File: src/verilog/bbc_params.svh
`ifndef BBC_PARAMS_SVH
`define BBC_PARAMS_SVH
// ****************************************
// Timing constants
// ****************************************
`define BBC_CLK_MHZ        250
`define BBC_BLANK_NS       180
`define BBC_BLANK_CYC      ((`BBC_BLANK_NS * `BBC_CLK_MHZ + 999) / 1000)
`define BBC_DISCH_MS       200
`define BBC_DISCH_CYC      (`BBC_DISCH_MS * `BBC_CLK_MHZ * 1000)
`define BBC_PERIOD_CYC     625
`define BBC_OFF_CYC        16
// ****************************************
// Reset values
// ****************************************
`define BBC_OCP_RESP_RST   2'h0
`endif

File: src/verilog/bbc_pkg.sv
package bbc_pkg;
  typedef enum logic [1:0] {
    BBC_MODE_BUCK  = 2'h0,
    BBC_MODE_BOOST = 2'h1,
    BBC_MODE_BB    = 2'h3
  } bbc_mode_t;
  typedef enum logic [1:0] {
    BBC_OCP_HICCUP = 2'h0,
    BBC_OCP_LATCH  = 2'h1,
    BBC_OCP_NONE   = 2'h2
  } bbc_ocp_t;
  typedef enum logic [2:0] {
    BBC_ST_OFF    = 3'h0,
    BBC_ST_SOFT   = 3'h1,
    BBC_ST_REG    = 3'h3,
    BBC_ST_HICCUP = 3'h2,
    BBC_ST_LATCH  = 3'h6
  } bbc_state_t;
  typedef struct packed {
    logic input_high_switch;
    logic input_low_switch;
    logic output_low_switch;
    logic output_high_switch;
  } bbc_gates_t;
  typedef struct packed {
    logic fb_below_ref;
    logic fb_below_ocp;
    logic comp_trip;
    logic ss_above_ref;
    logic ss_above_fb;
    logic ss_discharged;
    logic cs_limit;
    logic avg_limit;
  } bbc_cmp_t;
endpackage : bbc_pkg

File: src/verilog/bbc_sync3.sv
`timescale 1ns/10ps
module bbc_sync3 #(
  parameter int W = 1
) (
  // Clock and reset
  input  wire logic         clock,
  input  wire logic         rst,
  // Data
  input  wire logic [W-1:0] d,
  output logic      [W-1:0] q
);
  logic [W-1:0] s1_reg;
  logic [W-1:0] s2_reg;
  logic [W-1:0] s3_reg;
  always_ff @(posedge clock or posedge rst) begin
    if (rst) begin
      s1_reg <= '0;
      s2_reg <= '0;
      s3_reg <= '0;
      q      <= '0;
    end else begin
      s1_reg <= d;
      s2_reg <= s1_reg;
      s3_reg <= s2_reg;
      q      <= (s2_reg & s3_reg) | (q & (s2_reg | s3_reg));
    end
  end
endmodule : bbc_sync3

File: src/verilog/bbc_switch_ctrl.sv
`timescale 1ns/10ps
`include "bbc_params.svh"
// Notes on behaviour
// (RULE1) Buck: high on at fb low, low till comp; code turns high on at period start, off at comp trip, low on until next start
// (RULE2) Boost: input high on, input low off
// (RULE3) Boost cycle: low first, then high freewheel
// (RULE4) Buck-boost: four phase switch sequence
// (RULE5) Start needs logic supply and enable bit
// (RULE6) Gate supply from lower above 8.8V
// (RULE7) Gates off on gate or boot UVLO
// (RULE8) Shutdown pulls comp low, logic off
// (RULE9) Soft start ends at ref, clamp above
// (RULE10) Pre-bias: wait until ramp exceeds feedback
// (RULE11) Soft start runs pulse-skipping mode
// (RULE12) Soft start masks hiccup and latch-off
// (RULE13) Enable level thresholds start and stop switching
// (RULE14) Defaults restored after 200ms discharge
// (RULE15) Always forced continuous conduction otherwise
// (RULE16) Buck period waits for valley current
// (RULE17) Current sense blanked 180ns after edges
// (RULE18) Current limit sets flag, alert if unmasked
// (RULE19) Hiccup: stop below 60%, retry after discharge
// (RULE20) Latch-off: stop below 60%, until toggle
// (RULE21) No response: keep switching, cycle limit
// (RULE22) Average limit pulls ramp down
// (RULE23) Response select decodes three choices
module bbc_switch_ctrl
  import bbc_pkg::*;
#(
  parameter int DISCH_CYC = `BBC_DISCH_CYC
) (
  // Clock and reset
  input  wire logic       clock,
  input  wire logic       rst,
  // Supplies and enables
  input  wire logic       internal_logic_supply_ok,
  input  wire logic       gate_drive_supply_ok,
  input  wire logic       bootstrap_supply_ok,
  input  wire logic       enable_above_on,
  input  wire logic       enable_above_off,
  input  wire logic       power_enable_bit,
  input  wire logic       vin_above_8v8,
  input  wire logic       vout_above_8v8,
  input  wire logic       vin_above_vout,
  // Configuration
  input  wire bbc_mode_t  conv_mode,
  input  wire logic [1:0] overcurrent_response_select,
  input  wire logic       overcurrent_mask,
  input  wire logic       overcurrent_flag_clear,
  // Comparators
  input  wire bbc_cmp_t   cmp_in,
  // Gates and outputs
  output bbc_gates_t      gates,
  output logic            gate_supply_from_vin,
  output logic            comp_pull_low,
  output logic            ss_charge,
  output logic            ss_pull_down,
  output logic            ss_clamp_en,
  output logic            pfm_mode,
  output logic            overcurrent_flag,
  output logic            fault_alert_pin_oe,
  output logic            regs_to_default,
  output logic            interface_active
);
  // ****************************************
  // Input synchronisers
  // ****************************************
  localparam int NS = 8 + 7;
  logic [NS-1:0] raw_w;
  logic [NS-1:0] syn_w;
  assign raw_w = {cmp_in, internal_logic_supply_ok, gate_drive_supply_ok,
                  bootstrap_supply_ok, enable_above_on, enable_above_off,
                  vin_above_8v8, vout_above_8v8};
  bbc_sync3 #(.W(NS)) u_sync (
    .clock (clock),
    .rst   (rst),
    .d     (raw_w),
    .q     (syn_w)
  );
  bbc_cmp_t cmp_w;
  logic     logic_ok_w;
  logic     gate_ok_w;
  logic     boot_ok_w;
  logic     en_on_w;
  logic     en_off_w;
  logic     vin_hi_w;
  logic     vout_hi_w;
  assign {cmp_w, logic_ok_w, gate_ok_w, boot_ok_w, en_on_w, en_off_w,
          vin_hi_w, vout_hi_w} = syn_w;

  // ****************************************
  // Enable level with hysteresis
  // ****************************************
  logic en_reg;
  // (RULE13) Enable hysteresis
  always_ff @(posedge clock or posedge rst) begin
    if (rst) begin
      en_reg <= 1'b0;
    end else if (en_on_w) begin
      en_reg <= 1'b1;
    end else if (!en_off_w) begin
      en_reg <= 1'b0;
    end
  end
  logic run_w;
  // (RULE5) Start gating
  assign run_w = en_reg && logic_ok_w && power_enable_bit;

  // ****************************************
  // Overcurrent response decode
  // ****************************************
  function automatic bbc_ocp_t decode_ocp(input logic [1:0] sel);
    case (sel)
      2'h0:    decode_ocp = BBC_OCP_HICCUP;
      2'h1:    decode_ocp = BBC_OCP_LATCH;
      default: decode_ocp = BBC_OCP_NONE;
    endcase
  endfunction : decode_ocp
  bbc_ocp_t ocp_w;
  // (RULE23) Response decode
  assign ocp_w = decode_ocp(overcurrent_response_select);

  // ****************************************
  // Protection state machine
  // ****************************************
  bbc_state_t state_reg;
  logic       ss_done_reg;
  always_ff @(posedge clock or posedge rst) begin
    if (rst) begin
      state_reg <= BBC_ST_OFF;
    end else if (!run_w) begin
      // (RULE20) Toggle releases latch
      state_reg <= BBC_ST_OFF;
    end else begin
      case (state_reg)
        BBC_ST_OFF:    state_reg <= BBC_ST_SOFT;
        // (RULE9) End soft start
        BBC_ST_SOFT:   if (cmp_w.ss_above_ref) state_reg <= BBC_ST_REG;
        BBC_ST_REG: begin
          // (RULE12) Masked in soft start
          if (cmp_w.fb_below_ocp && ocp_w == BBC_OCP_HICCUP) begin
            state_reg <= BBC_ST_HICCUP;
          end else if (cmp_w.fb_below_ocp && ocp_w == BBC_OCP_LATCH) begin
            state_reg <= BBC_ST_LATCH;
          end
        end
        // (RULE19) Retry after discharge
        BBC_ST_HICCUP: if (cmp_w.ss_discharged) state_reg <= BBC_ST_SOFT;
        BBC_ST_LATCH:  state_reg <= BBC_ST_LATCH;
        default:       state_reg <= BBC_ST_OFF;
      endcase
    end
  end
  logic active_w;
  logic prebias_w;
  assign active_w  = state_reg == BBC_ST_SOFT || state_reg == BBC_ST_REG;
  // (RULE10) Pre-bias hold
  assign prebias_w = state_reg == BBC_ST_SOFT && !cmp_w.ss_above_fb;

  // ****************************************
  // Period counter and blanking
  // ****************************************
  logic [9:0] per_reg;
  logic [2:0] phase_reg;
  logic       on_reg;
  logic [7:0] blank_reg;
  logic       edge_w;
  logic       start_w;
  logic       cs_w;
  always_ff @(posedge clock or posedge rst) begin
    if (rst) begin
      per_reg <= 10'h000;
    end else if (!active_w || per_reg == 10'(`BBC_PERIOD_CYC - 1)) begin
      per_reg <= 10'h000;
    end else begin
      per_reg <= per_reg + 10'h001;
    end
  end
  // (RULE17) Sense blanking
  always_ff @(posedge clock or posedge rst) begin
    if (rst) begin
      blank_reg <= 8'h00;
    end else if (edge_w) begin
      blank_reg <= 8'(`BBC_BLANK_CYC);
    end else if (blank_reg != 8'h00) begin
      blank_reg <= blank_reg - 8'h01;
    end
  end
  assign cs_w = cmp_w.cs_limit && blank_reg == 8'h00;
  // (RULE16) Valley wait in buck
  // (RULE11) Pulses only on demand
  assign start_w = per_reg == 10'h000 && active_w && !prebias_w &&
                   !(conv_mode == BBC_MODE_BUCK && cs_w) &&
                   !(state_reg == BBC_ST_SOFT && !cmp_w.fb_below_ref);

  // ****************************************
  // Switch phase sequencing
  // ****************************************
  bbc_gates_t g_next;
  logic       trip_prev_reg;
  logic       trip_w;
  // Comparator rising edge; boost also trips on current limit
  always_ff @(posedge clock or posedge rst) begin
    if (rst) begin
      trip_prev_reg <= 1'b0;
    end else begin
      trip_prev_reg <= cmp_w.comp_trip;
    end
  end
  assign trip_w = (cmp_w.comp_trip && !trip_prev_reg) ||
                  (conv_mode == BBC_MODE_BOOST && cs_w);
  always_ff @(posedge clock or posedge rst) begin
    if (rst) begin
      on_reg    <= 1'b0;
      phase_reg <= 3'h0;
    end else if (!active_w) begin
      on_reg    <= 1'b0;
      phase_reg <= 3'h0;
    end else if (start_w) begin
      on_reg    <= 1'b1;
      phase_reg <= 3'h0;
    // (RULE4) Phase steps per trip
    end else if (trip_w && (on_reg || (conv_mode == BBC_MODE_BB && phase_reg != 3'h3))) begin
      on_reg    <= 1'b0;
      phase_reg <= (phase_reg == 3'h3) ? 3'h3 : phase_reg + 3'h1;
    end
  end
  always_comb begin
    g_next = '0;
    case (conv_mode)
      // (RULE1) Buck switching
      BBC_MODE_BUCK: begin
        g_next.input_high_switch  = on_reg;
        g_next.input_low_switch   = !on_reg;
        g_next.output_high_switch = 1'b1;
      end
      // (RULE2) Boost switching
      // (RULE3) Boost freewheel
      BBC_MODE_BOOST: begin
        g_next.input_high_switch  = 1'b1;
        g_next.output_low_switch  = on_reg;
        g_next.output_high_switch = !on_reg;
      end
      // (RULE4) Four phase sequence
      BBC_MODE_BB: begin
        g_next.input_high_switch  = phase_reg != 3'h3;
        g_next.input_low_switch   = phase_reg == 3'h3;
        g_next.output_low_switch  = phase_reg == 3'h1;
        g_next.output_high_switch = phase_reg != 3'h1;
      end
      default: g_next = '0;
    endcase
    // (RULE15) Continuous conduction kept
    // (RULE7) Gates off on UVLO
    if (!active_w || !gate_ok_w || !boot_ok_w || prebias_w) begin
      g_next = '0;
    end
  end
  always_ff @(posedge clock or posedge rst) begin
    if (rst) begin
      gates <= '0;
    end else begin
      gates <= g_next;
    end
  end
  assign edge_w = g_next != gates;

  // ****************************************
  // Overcurrent flag and alert
  // ****************************************
  // (RULE18) Flag set wins
  // (RULE21) Cycle limit only
  always_ff @(posedge clock or posedge rst) begin
    if (rst) begin
      overcurrent_flag   <= 1'b0;
      fault_alert_pin_oe <= 1'b0;
    end else begin
      overcurrent_flag   <= (cs_w && active_w) ||
                            (overcurrent_flag && !overcurrent_flag_clear && run_w);
      fault_alert_pin_oe <= ((cs_w && active_w) || overcurrent_flag) &&
                            !overcurrent_mask && run_w;
    end
  end

  // ****************************************
  // Supply, ramp and shutdown outputs
  // ****************************************
  logic [27:0] disch_reg;
  always_ff @(posedge clock or posedge rst) begin
    if (rst) begin
      disch_reg <= 28'h0000000;
    end else if (en_reg) begin
      disch_reg <= 28'h0000000;
    end else if (disch_reg != 28'(DISCH_CYC)) begin
      disch_reg <= disch_reg + 28'h0000001;
    end
  end
  always_ff @(posedge clock or posedge rst) begin
    if (rst) begin
      gate_supply_from_vin <= 1'b1;
      comp_pull_low        <= 1'b1;
      ss_charge            <= 1'b0;
      ss_pull_down         <= 1'b0;
      ss_clamp_en          <= 1'b0;
      pfm_mode             <= 1'b0;
      regs_to_default      <= 1'b1;
      interface_active     <= 1'b0;
    end else begin
      // (RULE6) Gate supply source
      gate_supply_from_vin <= (vin_hi_w && vout_hi_w) ? !vin_above_vout : vin_above_vout;
      // (RULE8) Shutdown comp pull
      comp_pull_low        <= !(en_reg && logic_ok_w) || !active_w;
      interface_active     <= en_reg && logic_ok_w;
      ss_charge            <= active_w;
      // (RULE22) Average limit pulldown
      ss_pull_down         <= active_w && cmp_w.avg_limit;
      // (RULE9) Ramp clamp
      ss_clamp_en          <= state_reg == BBC_ST_REG;
      pfm_mode             <= state_reg == BBC_ST_SOFT;
      // (RULE14) Defaults after discharge
      regs_to_default      <= disch_reg == 28'(DISCH_CYC);
    end
  end
endmodule : bbc_switch_ctrl

File: config.mk
export PLATFORM = sky130hd
export DESIGN_NAME = bbc_switch_ctrl
export DESIGN_NICKNAME = d
export VERILOG_FILES = /design/src/verilog/bbc_pkg.sv /design/src/verilog/bbc_sync3.sv /design/src/verilog/bbc_switch_ctrl.sv
export VERILOG_INCLUDE_DIRS = /design/src /design/src/verilog
export SDC_FILE = /design/constraint.sdc
export NUM_CORES = 1
export LEC_CHECK = 0
export BUFFER_PORTS_ARGS = -buffer_cell sky130_fd_sc_hd__buf_2
export CORE_MARGIN = 2
export CORE_UTILIZATION = 47
export CTS_CLUSTER_SIZE = 40
export DETAILED_ROUTE_END_ITERATION = 10
export HOLD_SLACK_MARGIN = 0.03
export PLACE_DENSITY = 0.71
export SYNTH_ARGS = -nofsm -noshare
export SYNTH_HDL_FRONTEND = slang
export SYNTH_HIERARCHICAL = 1
export SYNTH_SLANG_ARGS = --single-unit
File: constraint.sdc
create_clock -name clock -period 3.4 [get_ports clock]
set_clock_uncertainty 0.15 [all_clocks]
set_input_delay 0.51 -clock clock [delete_from_list [all_inputs] [get_ports clock]]
set_output_delay 0.51 -clock clock [all_outputs]
set_load 0.02 [all_outputs]
==> results.cfg <==
[outcome]
status = completed

[sta]
tns_ns = 0
maxSlewViolCount = 0
period_share = 0.6986
slew_headroom = 0.3476
rsz0062_at_grt = false
worst_pin_slew_ns = 0.9772
maxClockFrequency_mhz = 421.0
worst_slack_ns = 1.025
finalHoldViolCount = 0
setup_viol = 0
min_period_ns = 2.375

[logic_synthesis]
synthDistinctLibCells = 55
synth_cells = 445
yosys-top-cells-area = dfrtp_1 60%, nor2_1 3.7%, xor2_1 3.3%
synth_top_area_share = 0.5969
ys.flop_type = dfrtp_1
synth_most_common_cell = dfrtp_1
netlist_area_sq_um = 5283
ys_ff_latch = 129
syn_area_per_cell_sq_um = 11.87
synth_edf_count = 0
yosys_warnings = 6
synth_common_cells = 126 x dfrtp_1, 52 x nor2_1, 23 x nand3_1, 20 x nand2_1, 20 x xor2_1
ys_async_sr_fraction = 1.000
syn_nets = 482
synth_seq_area_share = 0.6118
synth_area_leader_cell = dfrtp_1

[global_routing]
grt_usage = 0.1787
grt_overflow = 0
antenna_found_initial = 0
first_global_vias = 3559
grt_max_degree = 49
grt_pass1_wl_mm = 16.49

[worst_setup_path]
criticalPathCategory = register to register
worstPathMaxFanout = 5
cp.required_ns = 3.67
reg2reg_depth = 7
end_kind = register
cp_data_arrival_time_ns = 2.64
rrSetupSlack_ns = 1.02
critPathLaunchType = register

[finish]
final_nets = 552
layout-drive-gt1-share = 0.1875
regArea_sq_um = 3232
largest_register_ff_count = 28
syn_to_final_growth_pct = 21.34
multi_input_comb_area_sq_um = 1923
antennaDiodeCount = 0
stdcell_area_sq_um = 6410
fill_cells = 819

[place]
placed_area_sq_um = 5640
hpwlAfterDp_mm = 6.528
gp_congestion = 0.8930
dp_slack_ns = 0.7847
io_buffer_count = 38

[drt]
wl_per_cell_um = 14.32
vias_per_cell = 5.320
drc = 0
antenna_left = 0
drt_iter0_markers = 211
via_count = 3554
firstDrtPassIters = 4
postRouteWirelength_mm = 9.565

[clock_network]
clock_path_buffers = 2
cts_post_setup_buffers_inserted = 0
cts_sinks = 129
cts_tree = built
clkSlewWorstSetupHoldPaths_ns = 0.06
cts_buffers = 17
cts_max_level = 4
clockRootBuffer = clkbuf_8
insertion_delay_ns = 0.51

[die]
die_area_sq_um = 12100
pin_count = 39
core_sq_um = 10890
fp.dieW_um = 110.0
start_util = 0.4852
die_h_um = 110.0
num_rows = 38

[worst_hold_path]
holdPathStages = 3
hold_class = input port to register

[power]
p_leak_nw = 2.797
peakVddDrop_mv = 0.3758
power_density_nw_per_um2 = 604.7

[run]
cap_violations = 0
[placed cells by master (no fill, tap or decap), drive strengths merged, types with 12 or more instances in the layout]
| cell | n |
|---|---|
| xnor2 | 19 |
| dfrtp | 126 |
| buf | 44 |
| nor3 | 13 |
| nand2 | 20 |
| dlygate4sd3 | 19 |
| maj3 | 15 |
| nand3 | 23 |
| nor2 | 52 |
| xor2 | 20 |
| inv | 21 |
| clkbuf | 21 |
| ha | 12 |
[power by group]
| part | internal (mW) | switching (mW) | leakage, nW |
|---|---|---|---|
| registers | 1.65 | 0.0853 | 1.63 |
| logic | 0.189 | 0.212 | 0.900 |
| clock network | 1.09 | 0.656 | 0.271 |
| total | 2.92 | 0.953 | 2.80 |
[worst max-delay path, stage by stage (launching register included)]
cell and delay, ns:
dfrtp_1 0.41, inv_1 0.13, ha_1 0.19, nor3b_1 0.45, and2_0 0.42, a311o_1 0.24, nand2_1 0.09, a211oi_1 0.20
[what timing repair did]
action                    CTS  global route
resized for setup           0             0
hold buffers               18             1
hold endpoints to repair   52             1
[layout make-up]
type                       count  share of cell area
inverter                      20             0.01171
clock buffer                  21             0.07008
tap                          140             0.02733
sequential                   129              0.5042
multi-input combinational    284              0.3000
clock inverter                11             0.02030
timing repair buffer          63             0.06637
[path summary, 6_finish.rpt]
path | start | endpoint
worst max register to register | blank_reg[0]$_DFFE_PP0P_ | phase_reg[1]$_DFFE_PP0P_
max in group asynchronous | rst | blank_reg[0]$_DFFE_PP0P_
min in group asynchronous | rst | u_sync/q[2]$_DFF_PP0_
worst min register to register | u_sync/s1_reg[10]$_DFF_PP0_ | u_sync/s2_reg[10]$_DFF_PP0_
worst min-delay path | power_enable_bit | state_reg[2]$_DFFE_PP0P_
worst max-delay path | blank_reg[0]$_DFFE_PP0P_ | phase_reg[1]$_DFFE_PP0P_
[per-layer routing]
| metal | wire length [um] | global-route usage | vias up | share of wire |
|---|---|---|---|---|
| met5 | 0 | 0 | - | 0 |
| met4 | 147 | 0.07414 | 0 | 0.015 |
| met3 | 374 | 0.05232 | 12 | 0.039 |
| met2 | 4637 | 0.2739 | 74 | 0.48 |
| met1 | 4406 | 0.2392 | 1774 | 0.46 |
| li1 | - | - | 1694 | - |
[stage by stage]
| stage | hold slack (ns) | std cells | power (mW) | utilization |
|---|---|---|---|---|
| floorplan | 0.1812 | 445 | 2.033 | - |
| global placement | 0.1815 | 617 | 2.129 | 0.5180 |
| detailed placement | 0.1856 | 617 | 2.144 | 0.5180 |
| CTS | 0.03211 | 667 | 3.913 | 0.5878 |
| global route | 0.1056 | 668 | 4.050 | 0.5887 |
| finish | 0.1139 | 668 | 3.876 | 0.5887 |
[logic make-up after synthesis]
kind of cell,synth area share
multiplexers,0.003790
AO/OA/AOI/OAI,0.05780
buffers and inverters,0.02416
AND/OR/NAND/NOR,0.1774
XOR/XNOR,0.06466
adder cells (fa/ha/maj),0.06040
flip-flops,0.6118
No activity file was read; power rests on OpenSTA's default activity.
